===== config.mk =====
export PLATFORM = sky130hd
export DESIGN_NAME = otic_top
export DESIGN_NICKNAME = d
export VERILOG_FILES = /design/src/logic/otic_pkg.sv /design/src/logic/otic_top.sv
export SDC_FILE = /design/constraint.sdc
export NUM_CORES = 1
export LEC_CHECK = 0
export ABC_AREA = 1
export BUFFER_PORTS_ARGS = -buffer_cell sky130_fd_sc_hd__clkbuf_2
export CORE_MARGIN = 5
export CORE_UTILIZATION = 25
export CTS_CLUSTER_SIZE = 25
export DETAILED_ROUTE_END_ITERATION = 7
export GPL_ROUTABILITY_DRIVEN = 0
export PLACE_DENSITY = 0.52
export SETUP_SLACK_MARGIN = 0.5
export SLEW_MARGIN = 0
export SYNTH_ARGS = -nofsm -noshare
export SYNTH_HDL_FRONTEND = slang
export SYNTH_SLANG_ARGS = --single-unit
export TNS_END_PERCENT = 10

===== constraint.sdc =====
create_clock -name REF_CLK -period 2.6 [get_ports REF_CLK]
set_input_delay 0.78 -clock REF_CLK [delete_from_list [all_inputs] [get_ports REF_CLK]]
set_output_delay 0.78 -clock REF_CLK [all_outputs]
set_load 0.05 [all_outputs]

===== src/logic/otic_pkg.sv =====
// constants for the oscillator trim timer with input capture
`default_nettype none
package otic_pkg;
  localparam int ADDR_W = 6;
  // register byte offsets
  localparam logic [5:0] OFS_MODE = 6'h00;
  localparam logic [5:0] OFS_CTRL = 6'h04;
  localparam logic [5:0] OFS_IER = 6'h08;
  localparam logic [5:0] OFS_STAT = 6'h0C;
  localparam logic [5:0] OFS_IO0 = 6'h10;
  localparam logic [5:0] OFS_COUNT = 6'h14;
  localparam logic [5:0] OFS_GRA = 6'h18;
  localparam logic [5:0] OFS_GRB = 6'h1C;
  localparam logic [5:0] OFS_GRC = 6'h20;
  localparam logic [5:0] OFS_CKCS = 6'h24;
  localparam logic [5:0] OFS_PROT = 6'h28;
  localparam logic [5:0] OFS_TRIM = 6'h2C;
  localparam logic [1:0] RESP_OKAY = 2'h0;
  localparam logic [1:0] RESP_SLVERR = 2'h2;
  // field positions
  localparam int MODE_RUN = 0;
  localparam int MODE_BUFC = 1;
  localparam int CTRL_CLKSEL = 0;
  localparam int CTRL_CLR_A = 2;
  localparam int CTRL_LVL_A = 4;
  localparam int CTRL_LVL_B = 5;
  localparam int IO_EDGE_A = 0;
  localparam int IO_CAP_A = 2;
  localparam int IO_EDGE_B = 4;
  localparam int IO_CAP_B = 6;
  localparam int FLAG_A = 0;
  localparam int FLAG_B = 1;
  localparam int CKCS_SW = 0;
  localparam int CKCS_STATE = 1;
  localparam int CKCS_PF = 6;
  localparam int PROT_WRI = 7;
  localparam int PROT_PROTECT_WRITE_ENABLE = 6;
  localparam int PROT_LOCK = 5;
  localparam int PROT_TWE = 4;
  // capture edge encodings
  localparam logic [1:0] EDGE_RISE = 2'h0;
  localparam logic [1:0] EDGE_FALL = 2'h1;
  localparam logic [1:0] EDGE_BOTH = 2'h2;
  // reset values
  localparam logic [15:0] COUNT_RST = 16'h0000;
  localparam logic [15:0] GR_RST = 16'hFFFF;
  localparam logic [7:0] TRIM_RST = 8'h00;
  localparam logic [7:0] IO0_RST = 8'h00;
  localparam logic [5:0] CTRL_RST = 6'h00;
endpackage
`default_nettype wire


===== src/logic/otic_top.sv =====
// 16-bit timer with input capture, trim registers and axi4-lite slave
`default_nettype none
// Summary of operation
// - 16-bit up counter, software read/write, resets to zero.
// - with system clock selected, counter steps every clock edge.
// - general registers are 16-bit, read/write, compare or capture.
// - rising edge on capture pin A copies counter into register A.
// - with buffering on, capture moves old register A into register C.
// - capture A sets its status flag; software clears it.
// - capture A interrupts only while its enable bit is set.
// - control register picks clock source, clearing, output levels.
// - io control picks compare/capture and pin functions for A and B.
// - trim register drives the oscillator frequency setting directly.
// - protect register gates trim writes; whole-byte writes only.
// - clock control picks port functions, clock switch, reports state.
// - protect writes count only with qualifier zero; qualifier reads one.
// - once lockdown is set, trim writes are refused until reset.
// - trim writes need lockdown clear and trim write enable set.
module otic_top (
  input wire logic REF_CLK,
  input wire logic RST_B,
  input wire logic [otic_pkg::ADDR_W-1:0] AWADDR,
  input wire logic AWVALID,
  output logic AWREADY,
  input wire logic [31:0] WDATA,
  input wire logic [3:0] WSTRB,
  input wire logic WVALID,
  output logic WREADY,
  output logic [1:0] BRESP,
  output logic BVALID,
  input wire logic BREADY,
  input wire logic [otic_pkg::ADDR_W-1:0] ARADDR,
  input wire logic ARVALID,
  output logic ARREADY,
  output logic [31:0] RDATA,
  output logic [1:0] RRESP,
  output logic RVALID,
  input wire logic RREADY,
  input wire logic CAPTURE_PIN_A_IN,
  output logic CAPTURE_PIN_A_OUT,
  output logic CAPTURE_PIN_A_OE_B,
  input wire logic CAPTURE_PIN_B_IN,
  output logic CAPTURE_PIN_B_OUT,
  output logic CAPTURE_PIN_B_OE_B,
  input wire logic SYS_CLK_STATE,
  output logic CLK_SWITCH_REQ,
  output logic [1:0] PORT_FUNC_SEL,
  output logic [7:0] TRIM_VALUE,
  output logic IRQ
);
  import otic_pkg::*;

  typedef struct packed {
    logic aw_held;
    logic [ADDR_W-1:0] awaddr;
    logic w_held;
    logic [31:0] wdata;
    logic [3:0] wstrb;
    logic bvalid;
    logic [1:0] bresp;
    logic rvalid;
    logic [31:0] rdata;
    logic [1:0] rresp;
    logic [1:0] mode;
    logic [5:0] ctrl;
    logic [1:0] ier;
    logic [1:0] flags;
    logic [7:0] io0;
    logic [15:0] count;
    logic [15:0] capture_compare_a;
    logic [15:0] capture_compare_b;
    logic [15:0] capture_buffer_c;
    logic [2:0] ckcs;
    logic protect_write_enable;
    logic lock;
    logic twe;
    logic [7:0] trim;
    logic [2:0] pa_s;
    logic [2:0] pb_s;
    logic [1:0] cs_s;
    logic [2:0] div;
    logic out_a;
    logic out_b;
  } otic_st_s;

  localparam otic_st_s ST_RST = '{count: COUNT_RST, capture_compare_a: GR_RST, capture_compare_b: GR_RST,
    capture_buffer_c: GR_RST, trim: TRIM_RST, io0: IO0_RST, ctrl: CTRL_RST, default: '0};

  otic_st_s r_ff;
  otic_st_s nxt_r;
  logic wr;
  logic ar_take;
  logic tick;
  logic cap_a;
  logic cap_b;
  logic cmp_a;
  logic cmp_b;
  logic cnt_wr;
  logic clr_cnt;
  logic [2:0] mask;
  logic [1:0] flag_clr;
  logic [31:0] rd_mux;
  logic [1:0] rd_resp;

  function automatic logic [15:0] merge16(input logic [15:0] old, input logic [31:0] d,
                                          input logic [3:0] s);
    merge16 = {s[1] ? d[15:8] : old[15:8], s[0] ? d[7:0] : old[7:0]};
  endfunction

  function automatic logic edge_hit(input logic [1:0] sel, input logic rise, input logic fall);
    unique case (sel)
      EDGE_RISE: edge_hit = rise;
      EDGE_FALL: edge_hit = fall;
      EDGE_BOTH: edge_hit = rise | fall;
      default: edge_hit = 1'b0;
    endcase
  endfunction

  always_comb
  begin
    nxt_r = r_ff;
    // pin synchronisers; edges use stages two and three only
    nxt_r.pa_s = {r_ff.pa_s[1:0], CAPTURE_PIN_A_IN};
    nxt_r.pb_s = {r_ff.pb_s[1:0], CAPTURE_PIN_B_IN};
    nxt_r.cs_s = {r_ff.cs_s[0], SYS_CLK_STATE};
    nxt_r.div = r_ff.div + 3'h1;
    // prescaler: select 0 ticks every clock, 1..3 every 2, 4, 8 clocks
    mask = 3'((4'h1 << r_ff.ctrl[CTRL_CLKSEL +: 2]) - 4'h1);
    tick = (r_ff.div & mask) == mask;
    cap_a = r_ff.io0[IO_CAP_A] && edge_hit(r_ff.io0[IO_EDGE_A +: 2],
      r_ff.pa_s[1] & ~r_ff.pa_s[2], ~r_ff.pa_s[1] & r_ff.pa_s[2]);
    cap_b = r_ff.io0[IO_CAP_B] && edge_hit(r_ff.io0[IO_EDGE_B +: 2],
      r_ff.pb_s[1] & ~r_ff.pb_s[2], ~r_ff.pb_s[1] & r_ff.pb_s[2]);
    cmp_a = !r_ff.io0[IO_CAP_A] && r_ff.mode[MODE_RUN] && tick && r_ff.count == r_ff.capture_compare_a;
    cmp_b = !r_ff.io0[IO_CAP_B] && r_ff.mode[MODE_RUN] && tick && r_ff.count == r_ff.capture_compare_b;
    clr_cnt = r_ff.ctrl[CTRL_CLR_A] && (cap_a || cmp_a);
    // register write once both address and data are held
    wr = r_ff.aw_held && r_ff.w_held && !r_ff.bvalid;
    cnt_wr = wr && r_ff.awaddr == OFS_COUNT && r_ff.wstrb[1:0] == 2'h3;
    flag_clr = 2'h0;
    if (r_ff.bvalid && BREADY)
    begin
      nxt_r.bvalid = 1'b0;
      nxt_r.aw_held = 1'b0;
      nxt_r.w_held = 1'b0;
    end
    if (AWVALID && !r_ff.aw_held)
    begin
      nxt_r.aw_held = 1'b1;
      nxt_r.awaddr = AWADDR;
    end
    if (WVALID && !r_ff.w_held)
    begin
      nxt_r.w_held = 1'b1;
      nxt_r.wdata = WDATA;
      nxt_r.wstrb = WSTRB;
    end
    if (wr)
    begin
      nxt_r.bvalid = 1'b1;
      nxt_r.bresp = RESP_OKAY;
      unique case (r_ff.awaddr)
        OFS_MODE: if (r_ff.wstrb[0]) nxt_r.mode = r_ff.wdata[1:0];
        OFS_CTRL:
          if (r_ff.wstrb[0])
          begin
            nxt_r.ctrl = r_ff.wdata[5:0];
            nxt_r.out_a = r_ff.wdata[CTRL_LVL_A];
            nxt_r.out_b = r_ff.wdata[CTRL_LVL_B];
          end
        OFS_IER: if (r_ff.wstrb[0]) nxt_r.ier = r_ff.wdata[1:0];
        OFS_STAT: if (r_ff.wstrb[0]) flag_clr = r_ff.wdata[1:0];
        OFS_IO0: if (r_ff.wstrb[0]) nxt_r.io0 = r_ff.wdata[7:0];
        OFS_COUNT: if (cnt_wr) nxt_r.count = r_ff.wdata[15:0];
        OFS_GRA: nxt_r.capture_compare_a = merge16(r_ff.capture_compare_a, r_ff.wdata, r_ff.wstrb);
        OFS_GRB: nxt_r.capture_compare_b = merge16(r_ff.capture_compare_b, r_ff.wdata, r_ff.wstrb);
        OFS_GRC: nxt_r.capture_buffer_c = merge16(r_ff.capture_buffer_c, r_ff.wdata, r_ff.wstrb);
        OFS_CKCS:
          if (r_ff.wstrb[0])
          begin
            nxt_r.ckcs = {r_ff.wdata[CKCS_PF +: 2], r_ff.wdata[CKCS_SW]};
          end
        OFS_PROT:
          if (r_ff.wstrb[0] && !r_ff.wdata[PROT_WRI])
          begin
            nxt_r.protect_write_enable = r_ff.wdata[PROT_PROTECT_WRITE_ENABLE];
            if (r_ff.protect_write_enable)
            begin
              nxt_r.lock = r_ff.lock | r_ff.wdata[PROT_LOCK];
              nxt_r.twe = r_ff.wdata[PROT_TWE];
            end
          end
        OFS_TRIM:
          if (r_ff.wstrb[0] && !r_ff.lock && r_ff.twe)
          begin
            nxt_r.trim = r_ff.wdata[7:0];
          end
        default: nxt_r.bresp = RESP_SLVERR;
      endcase
    end
    // counter: software write, then clear, then count; wraps naturally
    if (!cnt_wr)
    begin
      if (clr_cnt)
      begin
        nxt_r.count = COUNT_RST;
      end
      else if (r_ff.mode[MODE_RUN] && tick)
      begin
        nxt_r.count = r_ff.count + 16'h0001;
      end
    end
    // captures override a same-cycle software write
    if (cap_a)
    begin
      nxt_r.capture_compare_a = r_ff.count;
      if (r_ff.mode[MODE_BUFC])
      begin
        nxt_r.capture_buffer_c = r_ff.capture_compare_a;
      end
    end
    if (cap_b)
    begin
      nxt_r.capture_compare_b = r_ff.count;
    end
    if (cmp_a)
    begin
      nxt_r.out_a = !r_ff.out_a;
    end
    if (cmp_b)
    begin
      nxt_r.out_b = !r_ff.out_b;
    end
    // set wins over write-one-to-clear
    nxt_r.flags[FLAG_A] = (r_ff.flags[FLAG_A] & ~flag_clr[FLAG_A]) | cap_a | cmp_a;
    nxt_r.flags[FLAG_B] = (r_ff.flags[FLAG_B] & ~flag_clr[FLAG_B]) | cap_b | cmp_b;
    // read channel
    rd_mux = 32'h0000_0000;
    rd_resp = RESP_OKAY;
    unique case (ARADDR)
      OFS_MODE: rd_mux[1:0] = r_ff.mode;
      OFS_CTRL: rd_mux[5:0] = r_ff.ctrl;
      OFS_IER: rd_mux[1:0] = r_ff.ier;
      OFS_STAT: rd_mux[1:0] = r_ff.flags;
      OFS_IO0: rd_mux[7:0] = r_ff.io0;
      OFS_COUNT: rd_mux[15:0] = r_ff.count;
      OFS_GRA: rd_mux[15:0] = r_ff.capture_compare_a;
      OFS_GRB: rd_mux[15:0] = r_ff.capture_compare_b;
      OFS_GRC: rd_mux[15:0] = r_ff.capture_buffer_c;
      OFS_CKCS:
        rd_mux[7:0] = {r_ff.ckcs[2:1], 4'h0, r_ff.cs_s[1], r_ff.ckcs[0]};
      OFS_PROT:
        rd_mux[7:0] = {1'b1, r_ff.protect_write_enable, r_ff.lock, r_ff.twe, 4'h0};
      OFS_TRIM: rd_mux[7:0] = r_ff.trim;
      default: rd_resp = RESP_SLVERR;
    endcase
    ar_take = ARVALID && !r_ff.rvalid;
    if (r_ff.rvalid && RREADY)
    begin
      nxt_r.rvalid = 1'b0;
    end
    if (ar_take)
    begin
      nxt_r.rvalid = 1'b1;
      nxt_r.rdata = rd_mux;
      nxt_r.rresp = rd_resp;
    end
  end

  always_ff @(posedge REF_CLK or negedge RST_B)
  begin
    if (!RST_B)
    begin
      r_ff <= ST_RST;
    end
    else
    begin
      r_ff <= nxt_r;
    end
  end

  assign AWREADY = !r_ff.aw_held;
  assign WREADY = !r_ff.w_held;
  assign BVALID = r_ff.bvalid;
  assign BRESP = r_ff.bresp;
  assign ARREADY = !r_ff.rvalid;
  assign RVALID = r_ff.rvalid;
  assign RDATA = r_ff.rdata;
  assign RRESP = r_ff.rresp;
  // pins are driven only in compare mode
  assign CAPTURE_PIN_A_OUT = r_ff.out_a;
  assign CAPTURE_PIN_A_OE_B = r_ff.io0[IO_CAP_A];
  assign CAPTURE_PIN_B_OUT = r_ff.out_b;
  assign CAPTURE_PIN_B_OE_B = r_ff.io0[IO_CAP_B];
  assign CLK_SWITCH_REQ = r_ff.ckcs[0];
  assign PORT_FUNC_SEL = r_ff.ckcs[2:1];
  assign TRIM_VALUE = r_ff.trim;
  assign IRQ = |(r_ff.flags & r_ff.ier);
endmodule // otic_top
`default_nettype wire


# ---- Word level (Yosys, flattened, before mapping)
# Index checks and enable logic that the tools add are counted.
dict set report totals {
  ff_bits 177
  input_bits 58
  output_inout_bits 57
  elab_cells 205
}
dict set report classes {
  addsub 3
  eq_ne 30
  n_shift 1
  n_mux 46
  n_bitwise 21
  n_reduce_logical 72
}
# op count
set ops {}
lappend ops {{$mux W16} 12}
lappend ops {{$mux W78} 1}
lappend ops {{$eq A6 B5 Y1 const B} 8}
lappend ops {{$eq A6 B6 Y1 const B} 8}
lappend ops {{$mux W8} 6}
lappend ops {{$reduce_and A3 Y1} 13}
lappend ops {{$mux W37} 1}
lappend ops {{$reduce_bool A2 Y1} 18}
lappend ops {{$mux W35} 1}
lappend ops {{$eq A16 B16 Y1} 2}
lappend ops {{$pmux W4 S8} 1}
lappend ops {{$pmux W8 S4} 1}
lappend ops {{$eq A6 B4 Y1 const B} 4}
lappend ops {{$reduce_or A12 Y1} 2}
lappend ops {{$logic_and A1 B1 Y1} 22}
lappend ops {{$pmux W2 S11} 1}
lappend ops {{$mux W2} 9}
lappend ops {{$add A16 B1 Y16 const B} 1}
lappend ops {{$pmux W2 S8} 1}
lappend ops {{$mux W3} 5}
lappend ops {{$eq A6 B3 Y1 const B} 2}
lappend ops {{$logic_not A6 Y1} 2}
lappend ops {{$logic_not A1 Y1} 10}
lappend ops {{$mux W7} 1}
lappend ops {{17 further kinds} 41}

# ---- Logic depth before layout (Yosys ltp)
# Gate-level depths: netlist (run 1).
dict set report depth {
  depth_word 10
  mapped_depth 13
  mapped_depth_nobuf 13
}

# ---- Worst setup path after synthesis (run 1)
# OpenSTA, ideal clock, no wires.
dict set report synth_timing {
  path_kind {flip-flop to flip-flop}
  from {register r_ff, in the netlist RVALID}
  to {register r_ff, in the netlist RDATA[5]}
  setup_time_ps 117
  t_arrival_ps 1816
  setup_slack_ps 666
  stages_incl_launch_ff 7
  period_less_slack_ps 1934
  cell_sequence {dfrtp_1 > inv_1 > nand2_1 > clkinv_1 > clkbuf_1 > nand2_1 > nand2_1}
}
dict set report synth_between {
  elab_chain_len 2
}
# item line_no
set synth_rtl {}
lappend synth_rtl {{start: declaration} otic_top.sv:89} ;# otic_st_s r_ff;
lappend synth_rtl {{start signal: assignment} otic_top.sv:278} ;# r_ff <= nxt_r;
lappend synth_rtl {{$logic_not A1 Y1} n/a}
lappend synth_rtl {{net ARREADY} otic_top.sv:34} ;# output logic ARREADY,
lappend synth_rtl {{$logic_and A1 B1 Y1} otic_top.sv:257} ;# ar_take = ARVALID && !r_ff.rvalid;
# The timed path passes the listed nets, and every way through them passes these cells.
# A chain may end at the register's enable or synchronous reset.

# ---- Worst setup path after layout (run 1)
dict set report layout_timing {
  from {register r_ff[99] (netlist bit)}
  to {output IRQ}
}
dict set report layout_between {
  elab_chain_len 2
}
# item line_no
set layout_rtl {}
lappend layout_rtl {{$and A2 B2 Y2} otic_top.sv:298} ;# assign IRQ = |(r_ff.flags & r_ff.ier);
lappend layout_rtl {{$reduce_or A2 Y1} otic_top.sv:298}
lappend layout_rtl {{end: declaration} otic_top.sv:49} ;# output logic IRQ
# No other way between the ends.

==> reports/summary.md, run 1 <==
The tools report the pin count of the biggest net entering global routing as 81. In the post-synthesis netlist, the biggest area contributors are sky130_fd_sc_hd__dfrtp_1, sky130_fd_sc_hd__nand2_1, sky130_fd_sc_hd__dfstp_2. The maximum achievable frequency was 476 MHz; the number of buffers created by CTS was 17. The first global-routing pass estimated 48.3 mm of wire. The top cell type by total area after synthesis is sky130_fd_sc_hd__dfrtp_1. After technology mapping, the gate count stands at 1,247. After synthesis the netlist holds a flip-flop and latch count of 157. Class of the worst hold path: input pin to async pin. The core region is 36,300 um^2. For the worst setup path, the data required time is 1.82 ns. The share of flip-flops with an asynchronous set or reset after synthesis is 100%, and the count of input and output buffers is 78. The run gives 0 as the number of antenna violations at the first check in global routing. In the layout the commonest cells are sky130_fd_sc_hd__nand2_1, sky130_fd_sc_hd__inv_1, sky130_fd_sc_hd__o21ai_0, sky130_fd_sc_hd__dfrtp_1, sky130_fd_sc_hd__nor2_1.

Setup violations remaining at the end of the flow were counted as 0. The global-route total usage across every layer is 15.2%, and the total number of yosys warnings is 0. After detailed routing, the number of remaining DRC violations is 0. The number of enable-type register cells in the synthesized netlist was 0. Commonest non-fill, non-tap cell in the layout: sky130_fd_sc_hd__nand2_1. For this run, the leading register cell type out of synthesis is sky130_fd_sc_hd__dfrtp_1. In this run, placement finished with an instance count of 1,748. The area of the mapped netlist is 9110 um^2. The detailed placement HPWL came out at 23.8 mm. The power density over cell area was 1010 nW/um^2.

The worst pin sits at a relative slew slack of 60.2%. In this run the cell area measured after placement is 9820 um^2. The nature of the critical path startpoint is a register. The repair_antennas step left the layout with diodes totalling 0.

In the final timing run, aggregate negative setup slack is 0 ns. The die covers 40,400 um^2. After detailed routing, the number of vias per cell comes to 4.66.

The tools report the final clock skew as 0.0123 ns. In this run the count of I/O pins placed on the die edge is 115. The longest clock path from root to sink contains 2 buffers. Counting the fill cells in the layout gives 4,021. Setup repair after global routing could not meet its margin everywhere. The tools report the leakage component of the power as 4.99 nW. Counting I/O delays and the setup requirement, the final critical path takes 2.10 ns. The total number of H-tree levels is 4, and the count of nets left with antenna violations after detail routing is 0. The logs give 1,364 for the final-stage net count and 0 for the number of max-slew violations in the final report.

STA classifies the critical path endpoint as an output port. Counting distinct cell types in the post-synthesis netlist gives 40. The maximum fanout along the worst path works out to 3. Before antenna repair, the detailed router went through 6 iterations. Clock latency on the worst-skew pair, taken at its later pin, is 0.43 ns.

After clock tree synthesis, the clock-pin slew on the worst setup and hold paths is 0.07 ns. For the count of placed standard cells in the final layout, fillers left out, the log shows 1,780. The post-route fraction of the period consumed by the critical path is 80.7%, and the via count of the first global-routing pass is 8,043. In this run, the number of DRC markers left after iteration 0 of detailed routing was 834. Across the run, the number of max-cap violations was 0. Category of the critical setup timing path: register to output port. CTS placed an instance of sky130_fd_sc_hd__clkbuf_16 at the clock tree root.

TritonCTS built the clock tree. The run gives 157 as the total number of clock tree sinks. The synthesized area per cell is 7.31 um^2.

The width of the die works out to 201 um. The growth of design area from synthesis to finish is 14.2%. The top-area cell type share of the netlist area came out at 29.9%. The routed wire length was 31.1 mm. Dividing the detail-routed wire length by the instance count gives 17.5 um. The global-route congestion overflow total was 0; the peak ir drop on the vdd network was 0.558 mV.

The post-route netlist has 17.8% of its cells at a drive strength greater than 1. The run finished with clean final reports. The die is 201 um tall. The arrival time reported for the critical path endpoint is 1.32 ns, and the sequential share of the synthesized area is 43.8%. The initialized floorplan defines 70 standard-cell rows. The utilization of the core after routing was 28.7%; the starting density of the core was 25.1%.

The number of hold violations in the final report came out at 0. After routing the design area is 10,400 um^2. For the pin with the worst max-slew slack, the measured transition is 0.595 ns. The routed layout has 8,302 vias.
==> state kept, by name (all words and copies together) (netlist names), 2 cells and up <==
name,cells
PORT_FUNC_SEL,2
r_ff,117
RDATA,16
nxt_r,5
TRIM_VALUE,8
==> kinds of logic after synthesis <==
| kind of cell | after synthesis | synth area share [%] |
|---|---|---|
| DFF | 157 | 43.8 |
| other | 1 | 0.0411 |
| muxes | 5 | 0.618 |
| buffers and inverters | 241 | 12.6 |
| AOI/OAI and AO/OA | 246 | 14.6 |
| and+or+nand+nor | 584 | 26.8 |
| adders and majority gates | 6 | 0.824 |
| xor gates and xnor gates | 7 | 0.673 |
==> worst paths after layout <==
| kind | slack [ns] | from | depth (start not counted) | to |
|---|---|---|---|---|
| worst max-delay path | 0.50 | r_ff[99] | 3 | IRQ |
| worst min-delay path | 0.16 | RST_B | 1 | r_ff[186] |
| worst max register to register | 0.52 | r_ff[187] | 7 | r_ff[56] |
| worst min register to register | 0.35 | nxt_r[8] | 0 | nxt_r[9] |
| max in group asynchronous | 1.73 | RST_B | 2 | r_ff[54] |
| min in group REF_CLK | 0.35 | nxt_r[8] | 0 | nxt_r[9] |
==> Yosys cell counts, types with 2 or more instances <==
master and n:
sky130_fd_sc_hd__o31ai_1 3, sky130_fd_sc_hd__nand3_2 3, sky130_fd_sc_hd__clkbuf_1 13, sky130_fd_sc_hd__inv_1 133
sky130_fd_sc_hd__o211ai_1 17, sky130_fd_sc_hd__buf_2 19, sky130_fd_sc_hd__nand2_2 6, sky130_fd_sc_hd__o21ai_0 123
sky130_fd_sc_hd__clkinv_1 6, sky130_fd_sc_hd__nor2_4 6, sky130_fd_sc_hd__dfrtp_1 109, sky130_fd_sc_hd__nand2_1 376
sky130_fd_sc_hd__nand2_4 2, sky130_fd_sc_hd__nor2_1 99, sky130_fd_sc_hd__inv_2 12, sky130_fd_sc_hd__dfstp_2 48
sky130_fd_sc_hd__a31oi_1 7, sky130_fd_sc_hd__buf_6 3, sky130_fd_sc_hd__mux2_2 5, sky130_fd_sc_hd__buf_4 52
sky130_fd_sc_hd__o2111ai_1 7, sky130_fd_sc_hd__a21oi_1 33, sky130_fd_sc_hd__nor2_2 7, sky130_fd_sc_hd__nand4_1 18
sky130_fd_sc_hd__o22ai_1 7, sky130_fd_sc_hd__nor3_1 15, sky130_fd_sc_hd__buf_1 2, sky130_fd_sc_hd__nand3_1 49
sky130_fd_sc_hd__xor2_1 6, sky130_fd_sc_hd__o21ai_1 46, sky130_fd_sc_hd__ha_1 6
==> routing by layer <==
| layer | vias up | share of wire [%] | track usage (%) |
|---|---|---|---|
| met2 | 320 | 45 | 24.3 |
| li1 | 4049 | - | - |
| met5 | - | 0 | 0 |
| met1 | 3911 | 47 | 22.1 |
| met4 | 0 | 1.2 | 3.02 |
| met3 | 22 | 6.7 | 2.23 |
==> where the power goes <==
group / total, W / switching, W / leakage (nW) / internal (W)
combinational: 0.00387 / 0.00271 / 2.84 / 0.00116
sequential: 0.00418 / 0.000824 / 1.88 / 0.00336
clock: 0.00248 / 0.00110 / 0.262 / 0.00137
==> what timing repair did <==
item                                    4_1_cts  5_1_grt
gates resized for setup                       1        7
hold buffers                                  0        0
setup buffers                                 0        1
endpoints found under the setup margin        2       38
==> critical path, cell delays in order, from the launching register on <==
cell and delay, ns:
sky130_fd_sc_hd__dfrtp_1 0.45, sky130_fd_sc_hd__nand2_1 0.08, sky130_fd_sc_hd__nand2_1 0.09, sky130_fd_sc_hd__clkbuf_2 0.28
==> per-stage QoR <==
stage	hold slack [ns]	setup slack [ns]	total power (W)
after global placement	0.334	0.286	0.00799
after CTS	0.152	0.499	0.0105
after detailed placement	0.336	0.274	0.00803
final	0.157	0.501	0.0105
after global routing	0.158	0.398	0.0112
after floorplan	0.331	0.666	0.00671
==> layout make-up <==
type	count	area [um^2]	area share, %
Tap cell	468	586	5.63
Clock inverter	11	108	1.03
Inverter	151	573	5.51
Timing Repair Buffer	107	639	6.14
Sequential cell	157	3990	38.3
Clock buffer	20	457	4.39
Multi-Input combinational cell	866	4060	39.0
(Power assumes the default switching activity.)
==> run 2, diff against run 1 <==
Settings changed: ABC_AREA 1 to 0.
Clock period 2.6 ns to 2.1 ns, I/O delays scaled along.
==> reports/summary.md, run 2 <==
The flow ran to the end, and the final reports show no timing, DRC or antenna violations. The post-synthesis cell type count is 58 (was 40), and the multi-input combinational cell area is 4190 um^2 (was 4060 um^2). The final setup violation count is 0 (unchanged).

The complex-gate fraction of the synthesized area was 11.7% (was 14.6%); the via count of the first global-routing pass was 6,656 (was 8,043). The power density over cell area is 1230 nW/um^2 (was 1010 nW/um^2). The detailed placement HPWL was 19.2 mm (was 23.8 mm); the maximum fanout along the worst path was 6 (was 3).

The area of all placed cells without fillers is 10,700 um^2 (was 10,400 um^2). The tools report the pin count of the biggest net entering global routing as 42 (was 81). The detailed router's first-iteration violation count is 411 (was 834).

The tools report the endpoint type of the worst setup path as a register (was an output port). The peak ir drop on the vdd network is 0.896 mV (was 0.558 mV). Synthesized area per cell: 10.2 um^2 (was 7.31 um^2). The tools report the nature of the critical path startpoint as a register (unchanged).

Starting density of the core: 25.3% (was 25.1%). The top-area cell type share of the netlist area is 32.2% (was 29.9%), and the number of hold violations in the final report is 0 (unchanged). Final routed DRC violation total: 0 (unchanged).

Per-cell routed wire length: 18.5 um (was 17.5 um). The number of buffers created by CTS was 17 (unchanged). Wire length of the first global-routing pass: 40.6 mm (was 48.3 mm).

The clock latency on the worst-skew pair is 0.43 ns (about the same). The number of vias after detailed routing was 6,540 (was 8,302); the layout cell share with drive strength beyond 1 was 39.6% (was 17.8%). The run gives 829 (was 1,247) as the synthesized netlist cell count. The post-route fraction of the period consumed by the critical path came out at 93.4%.

The flip-flop count of the largest register, all copies and words added works out to 117 (unchanged). The tools report the pre-CTS setup slack as -0.197 ns (was 0.274 ns). The global-route total usage across every layer is 13.8% (was 15.2%), and the sequential share of the synthesized area is 47.1% (was 43.8%). The leakage component of the power came out at 4.98 nW (was 4.99 nW). The utilization of the core after routing came out at 32.0% (was 28.7%).

The post-CTS clock slew at the launch and capture registers of the worst setup and hold paths is 0.07 ns (about the same), and the total number of H-tree levels is 4 (unchanged). The run gives 115 (unchanged) as the I/O pin total. Most used cells in the layout excluding fill and tap cells: sky130_fd_sc_hd__buf_4, sky130_fd_sc_hd__dfrtp_1, sky130_fd_sc_hd__nor2_1, sky130_fd_sc_hd__clkbuf_2, sky130_fd_sc_hd__nand2_1 (was sky130_fd_sc_hd__nand2_1, sky130_fd_sc_hd__inv_1, sky130_fd_sc_hd__o21ai_0, sky130_fd_sc_hd__dfrtp_1, sky130_fd_sc_hd__nor2_1).

The routed wire length came out at 26.2 mm (was 31.1 mm). Most used standard cells in the synthesized netlist: sky130_fd_sc_hd__dfrtp_1, sky130_fd_sc_hd__nor2_1, sky130_fd_sc_hd__nand2_1 (was sky130_fd_sc_hd__nand2_1, sky130_fd_sc_hd__inv_1, sky130_fd_sc_hd__o21ai_0). The total number of clock tree sinks was 157 (unchanged); the share of flip-flops with an asynchronous set or reset after synthesis was 100% (unchanged).

The run gives 0.138 ns (was 0.501 ns) as the final worst-path setup slack. Setup repair after global routing could not meet its margin everywhere. The number of enable-type register cells in the synthesized netlist was 0 (unchanged).

Category of the critical setup timing path: register to register (was register to output port). The width of the die is 194 um (was 201 um). The run gives 0 (unchanged) as the max-capacitance violation count. The run gives 37,700 um^2 (was 40,400 um^2) as the area of the die. The xor and xnor fraction of the mapped netlist area was 5.07% (was 0.673%). Per-cell via count in the routed design: 4.62 (was 4.66). Ranking of synthesized cells by area: sky130_fd_sc_hd__dfrtp_1, sky130_fd_sc_hd__dfstp_2, sky130_fd_sc_hd__mux2_2 (was sky130_fd_sc_hd__dfrtp_1, sky130_fd_sc_hd__nand2_1, sky130_fd_sc_hd__dfstp_2).

The total number of yosys warnings is 0 (unchanged), and the number of antenna violations at the first check in global routing is 0 (unchanged). The maximum achievable frequency is 510 MHz, and the number of cells after detailed placement is 1,362 (was 1,748). The run gives 33,500 um^2 (was 36,300 um^2) as the area of the core. The share of cell area taken by muxes after synthesis was 13.6% (was 0.618%). Overall die height: 194 um (was 201 um). The count of fill cells added during filler insertion came out at 3,515 (was 4,021). Clock tree root driver cell: sky130_fd_sc_hd__clkbuf_16 (unchanged). Commonest register cell after synthesis: sky130_fd_sc_hd__dfrtp_1 (unchanged). The endpoint required time on the critical path was 2.39 ns (was 1.82 ns).

Most frequently used cell type in the post-synthesis netlist: sky130_fd_sc_hd__dfrtp_1 (was sky130_fd_sc_hd__nand2_1). The register bit total from synthesis came out at 157 (unchanged). Counting I/O delays and the setup requirement, the final critical path takes 1.96 ns.

The final clock skew was 0.0166 ns (was 0.0123 ns); the final-stage net count was 1,019 (was 1,364). The sequential cell area in the final layout came out at 4000 um^2 (was 3990 um^2). The run gives 67 (was 70) as the placement row count. Number of inserted diodes: 0 (unchanged). Number of buffers on the longest clock path: 2 (unchanged). The count of input and output buffers was 78 (unchanged); the arrival time reported for the critical path endpoint was 2.25 ns (was 1.32 ns).

For the number of max-slew violations in the final report, the log shows 0 (unchanged). TritonCTS built the clock tree. The count of nets left with antenna violations after detail routing was 0 (unchanged); the first-pass iteration count of the detailed router was 5 (was 6). The area after detailed placement is 9680 um^2 (was 9820 um^2).

For the count of placed standard cells in the final layout, fillers left out, the log shows 1,416 (was 1,780). The class of the worst hold path is input pin to async pin (unchanged). Register with the most flip-flops: r_ff (unchanged). The slew at the pin with the worst max-slew slack is 0.572 ns (was 0.595 ns). The commonest non-fill, non-tap cell in the layout is sky130_fd_sc_hd__buf_4 (was sky130_fd_sc_hd__nand2_1). Area of the mapped netlist: 8470 um^2 (was 9110 um^2).

The run gives 61.8% (was 60.2%) as the worst max-slew margin expressed relative to the limit. The tools report the worst hold slack across all endpoints as 0.117 ns (was 0.157 ns). Dominant combinational cell family by area after synthesis: simple AND/OR/NAND/NOR gates (unchanged). The share of synthesized cell area in full adder, half adder and majority cells is 0.886% (was 0.824%). The post-synthesis share of cell area spent on and, or, nand and nor gates is 14.2% (was 26.8%). The global-route congestion overflow total was 0 (unchanged).

The number of cells traversed by the worst register-to-register path is 7 (unchanged), and the growth of design area from synthesis to finish is 26.6% (was 14.2%). The top cell type by total area after synthesis was sky130_fd_sc_hd__dfrtp_1 (unchanged).
## run 2: cell count changes in the layout (fill, tap and decap cells not counted), sizes merged, moves of 24 or more
cell | before | now
mux2 | 5 | 55
nor2 | 112 | 82
mux2i | 0 | 49
inv | 148 | 18
nand3 | 52 | 18
xnor2 | 1 | 36
buf | 30 | 113
o21ai | 169 | 20
a21oi | 33 | 57
nand2 | 384 | 70
## run 2: worst paths after layout
kind                       slack, ns           from   endpoint
setup / recovery                0.14       r_ff[70]   r_ff[76]
hold / removal                  0.12          RST_B   r_ff[88]
setup reg to reg                0.14       r_ff[70]   r_ff[76]
hold reg to reg                 0.35      nxt_r[11]  nxt_r[12]
max in group asynchronous       1.30          RST_B     BVALID
min in group REF_CLK            0.30  SYS_CLK_STATE   nxt_r[6]
## run 2: layout make-up
cell class | count | area share [%]
clock buffer | 22 | 4.63
clock inverter | 10 | 0.934
inverter | 13 | 0.455
multi-input combinational | 576 | 39.1
sequential | 157 | 37.3
tap | 448 | 5.23
timing repair buffer | 190 | 12.4
## run 2: timing repair
action                     in CTS  in global routing
gates cloned                    1                  0
setup endpoints to repair     155                155
resized for setup              40                 29
buffers inserted               17                  4
pin swaps                      16                 10
hold buffers                    0                  0
## run 2: stage by stage
step | total power (W) | TNS [ns]
after floorplan | 0.00798 | 0
after global placement | 0.00941 | -2.76
after detailed placement | 0.00948 | -2.96
after CTS | 0.0131 | 0
after global routing | 0.0139 | 0
final | 0.0132 | 0
## run 2: cell families (layout without fill, tap and decap cells)
| family | count (synthesis) | count (layout) |
|---|---|---|
| and+or+nand+nor | 245 | 245 |
| DFF | 157 | 157 |
| AOI/OAI and AO/OA | 152 | 152 |
| buffers and inverters | 113 | 235 |
| muxes | 106 | 106 |
| xor gates and xnor gates | 49 | 49 |
| adders and majority gates | 6 | 6 |
| other | 1 | 18 |
## run 2: critical path: stages, from the launching register on
cell,delay [ns]
sky130_fd_sc_hd__dfstp_2,0.56
sky130_fd_sc_hd__xnor2_2,0.11
sky130_fd_sc_hd__nand4_1,0.23
sky130_fd_sc_hd__nor2_4,0.24
sky130_fd_sc_hd__nand3_4,0.11
sky130_fd_sc_hd__a211oi_4,0.32
sky130_fd_sc_hd__buf_6,0.19
sky130_fd_sc_hd__a311oi_2,0.05
## run 2: where the power goes
group	switching [W]	total, W	internal, W
sequential	0.00136	0.00558	0.00422
combinational	0.00230	0.00441	0.00210
clock	0.00136	0.00318	0.00182
total	0.00502	0.0132	0.00815
## run 2: layer usage
metal  routed length [um]  GRT usage [%]  vias up
li1                     -              -     3110
met1                12800           20.3     3249
met2                11800           21.3      161
met3                 1200           2.61       20
met4                  317           3.05        0
met5                    0              0        -
==> run 3, diff against run 2 <==
Settings changed: ABC_AREA 0 to 1.
Clock period 2.1 ns to 1.85 ns, I/O delays scaled along.
==> reports/summary.md, run 3 (synthesis results as in run 1) <==
Post-route fraction of the period consumed by the critical path: 99.5% (was 93.4%). The power density over cell area works out to 1380 nW/um^2 (was 1230 nW/um^2). The max-capacitance violation count was 0 (unchanged); the global routing usage on met2 was 25.6% (was 21.3%). Leakage component of the power: 5.91 nW (was 4.98 nW).

The critical path buffer and inverter count came out at 3 (was 1). The maximum fanout along the worst path was 13 (was 6). Pre-CTS setup slack: -0.220 ns (was -0.197 ns). Per-cell via count in the routed design: 4.76 (was 4.62).

Critical path cell sequence: ha_1 -> a21oi_1 -> o21ai_1 -> nand2_2 -> nand2_8 -> nor2_4 -> buf_6 -> buf_12 -> inv_12 -> o21ai_1 (was xnor2_2 -> nand4_1 -> nor2_4 -> nand3_4 -> a211oi_4 -> buf_6 -> a311oi_2). The number of antenna violations at the first check in global routing was 0 (unchanged); the detailed placement HPWL was 25.4 mm (was 19.2 mm). The run gives 22.6% (was 20.3%) as the met1 track utilization from global routing. The overall die height works out to 201 um (was 194 um).

The logs give 1,479 (was 1,019) for the final-stage net count and 34.1 mm (was 26.2 mm) for the routed wire length. The category of the critical setup timing path is register to register (unchanged). Clock tree root driver cell: sky130_fd_sc_hd__clkbuf_16 (unchanged). Setup repair after global routing could not meet its margin everywhere. The growth of design area from synthesis to finish is 37.7% (was 26.6%). For the number of buffers created by CTS, the log shows 17 (unchanged). TritonCTS built the clock tree. The tools report the count of fill cells added during filler insertion as 3,860 (was 3,515). The endpoint required time on the critical path is 2.22 ns (was 2.39 ns).

The worst hold slack across all endpoints is 0.0550 ns (was 0.117 ns). The met3 track demand over resource in global routing is 2.88% (was 2.61%). For the number of inserted diodes, the log shows 0 (unchanged). The width of the die is 201 um (was 194 um). Most used cells in the layout excluding fill and tap cells: sky130_fd_sc_hd__nand2_1, sky130_fd_sc_hd__inv_1, sky130_fd_sc_hd__buf_4, sky130_fd_sc_hd__dfrtp_1, sky130_fd_sc_hd__o21ai_1 (was sky130_fd_sc_hd__buf_4, sky130_fd_sc_hd__dfrtp_1, sky130_fd_sc_hd__nor2_1, sky130_fd_sc_hd__clkbuf_2, sky130_fd_sc_hd__nand2_1). The class of the worst hold path is input pin to async pin (unchanged). The run gives 41 (was 42) as the pin count of the biggest net entering global routing. The tools report the number of hold violations in the final report as 0 (unchanged).

The register with the most flip-flops is r_ff (unchanged). The total number of H-tree levels is 4 (unchanged), and the clock latency on the worst-skew pair is 0.45 ns (was 0.43 ns). The tools report the endpoint type of the worst setup path as a register (unchanged). The starting density of the core came out at 25.1% (was 25.3%). The number of buffers on the longest clock path is 2 (unchanged), and the slew at the pin with the worst max-slew slack is 0.503 ns (was 0.572 ns). The count of placed standard cells in the final layout, fillers left out came out at 1,896 (was 1,416). The total power consumption of the routed design was 0.0173 W (was 0.0132 W); the per-cell routed wire length was 18.0 um (was 18.5 um). The number of cells after detailed placement is 1,838 (was 1,362).

The dominant cell type by count on the critical path is sky130_fd_sc_hd__o21ai_1. The layout cell share with drive strength beyond 1 is 32.6% (was 39.6%). The final routed DRC violation total came out at 0 (unchanged). The layer carrying the most global-route usage was met2 (unchanged). Family with the most delay on the worst path: simple AND/OR/NAND/NOR gates (unchanged). The commonest non-fill, non-tap cell in the layout is sky130_fd_sc_hd__nand2_1 (was sky130_fd_sc_hd__buf_4).

The area of the die came out at 40,400 um^2 (was 37,700 um^2). The count of input and output buffers was 78 (unchanged). Time the final worst path needs with I/O delays and setup: 1.84 ns (was 1.96 ns). The logs give 70 (was 67) for the placement row count and 2.21 ns (was 2.25 ns) for the arrival time reported for the critical path endpoint. The run gives 9,031 (was 6,540) as the number of vias after detailed routing.

The tools report the peak ir drop on the vdd network as 0.826 mV (was 0.896 mV). The nature of the critical path startpoint is a register (unchanged). The tools report the final worst-path setup slack as 0.00887 ns (was 0.138 ns). The final clock skew was 0.0139 ns (was 0.0166 ns); the first-pass iteration count of the detailed router was 6 (was 5). The run gives 8,563 (was 6,656) as the via count of the first global-routing pass. The tools report the total number of clock tree sinks as 157 (unchanged).

The run gives 115 (unchanged) as the I/O pin total. The maximum achievable frequency came out at 543 MHz (was 510 MHz). The post-CTS clock slew at the launch and capture registers of the worst setup and hold paths was 0.07 ns (about the same).

The flip-flop count of the largest register, all copies and words added works out to 117 (unchanged). The tools report the worst max-slew margin expressed relative to the limit as 66.5% (was 61.8%). The final setup violation count is 0 (unchanged). The global-route total usage across every layer is 16.2% (was 13.8%). The number of max-slew violations in the final report is 0 (unchanged).

The run gives 0 (unchanged) as the count of nets left with antenna violations after detail routing. For the global-route congestion overflow total, the log shows 0 (unchanged). The detailed router's first-iteration violation count is 829 (was 411), and the wire length of the first global-routing pass is 50.8 mm (was 40.6 mm).

The area of the core came out at 36,300 um^2 (was 33,500 um^2). The run finished with clean final reports. Slowest library cell on the worst path: sky130_fd_sc_hd__dfrtp_1 (was sky130_fd_sc_hd__dfstp_2).

The delay of the slowest cell on the worst path works out to 0.39 ns (was 0.56 ns).
## run 3: where the power goes
group / internal (W) / total [W] / switching [W]
Sequential: 0.00473 / 0.00585 / 0.00111
Combinational: 0.00283 / 0.00750 / 0.00467
Clock: 0.00241 / 0.00397 / 0.00156
## run 3: worst paths after layout
kind / start / to / slack [ns] / cells after the start
worst max-delay path: nxt_r[12] / r_ff[35] / 0.009 / 10
worst min-delay path: RST_B / r_ff[107] / 0.05 / 1
worst max register to register: nxt_r[12] / r_ff[35] / 0.009 / 10
worst min register to register: nxt_r[11] / nxt_r[12] / 0.35 / 0
max in group asynchronous: RST_B / r_ff[63] / 1.12 / 2
min in group REF_CLK: SYS_CLK_STATE / nxt_r[6] / 0.22 / 1
## run 3: layout make-up
type                       instances  area (um^2)  share of cell area [%]
sequential                       157         4000                    31.9
clock buffer                      19          433                    3.45
inverter                         151          596                    4.75
multi-input combinational        867         4610                    36.7
timing repair buffer             219         2090                    16.7
clock inverter                    13          213                    1.69
timing repair inverter             2         25.0                   0.199
tap                              468          586                    4.67
## run 3: metrics by stage
| step | util, % | TNS [ns] | area, um^2 |
|---|---|---|---|
| after floorplan | - | 0 | 9250 |
| after global placement | 29.3 | -1.22 | 10600 |
| after detailed placement | 29.3 | -1.32 | 10600 |
| after CTS | 31.7 | 0 | 11500 |
| after global routing | 34.6 | -0.231 | 12500 |
| final | 34.6 | 0 | 12500 |
## run 3: repair_timing
action                                  CTS  global route
endpoints found under the setup margin  154           161
buffers inserted                          7            12
pin swaps                                 8            73
endpoints found under the hold margin     0             0
hold buffers                              0             0
gates resized for setup                  48           376
gates cloned                              4             3
## run 3: worst register-to-register path, cell delays in order, from the launching register on
cell and delay (ns):
sky130_fd_sc_hd__dfrtp_1 0.39, sky130_fd_sc_hd__ha_1 0.30, sky130_fd_sc_hd__a21oi_1 0.14, sky130_fd_sc_hd__o21ai_1 0.09, sky130_fd_sc_hd__nand2_2 0.16, sky130_fd_sc_hd__nand2_8 0.12, sky130_fd_sc_hd__nor2_4 0.17, sky130_fd_sc_hd__buf_6 0.13
sky130_fd_sc_hd__buf_12 0.11, sky130_fd_sc_hd__inv_12 0.05, sky130_fd_sc_hd__o21ai_1 0.13
## run 3: metal layers
layer  vias up  share of wire (%)
li1       4316                  -
met1      4320                 45
met2       350                 46
met3        45                6.7
met4         0                2.6
met5         -                  0
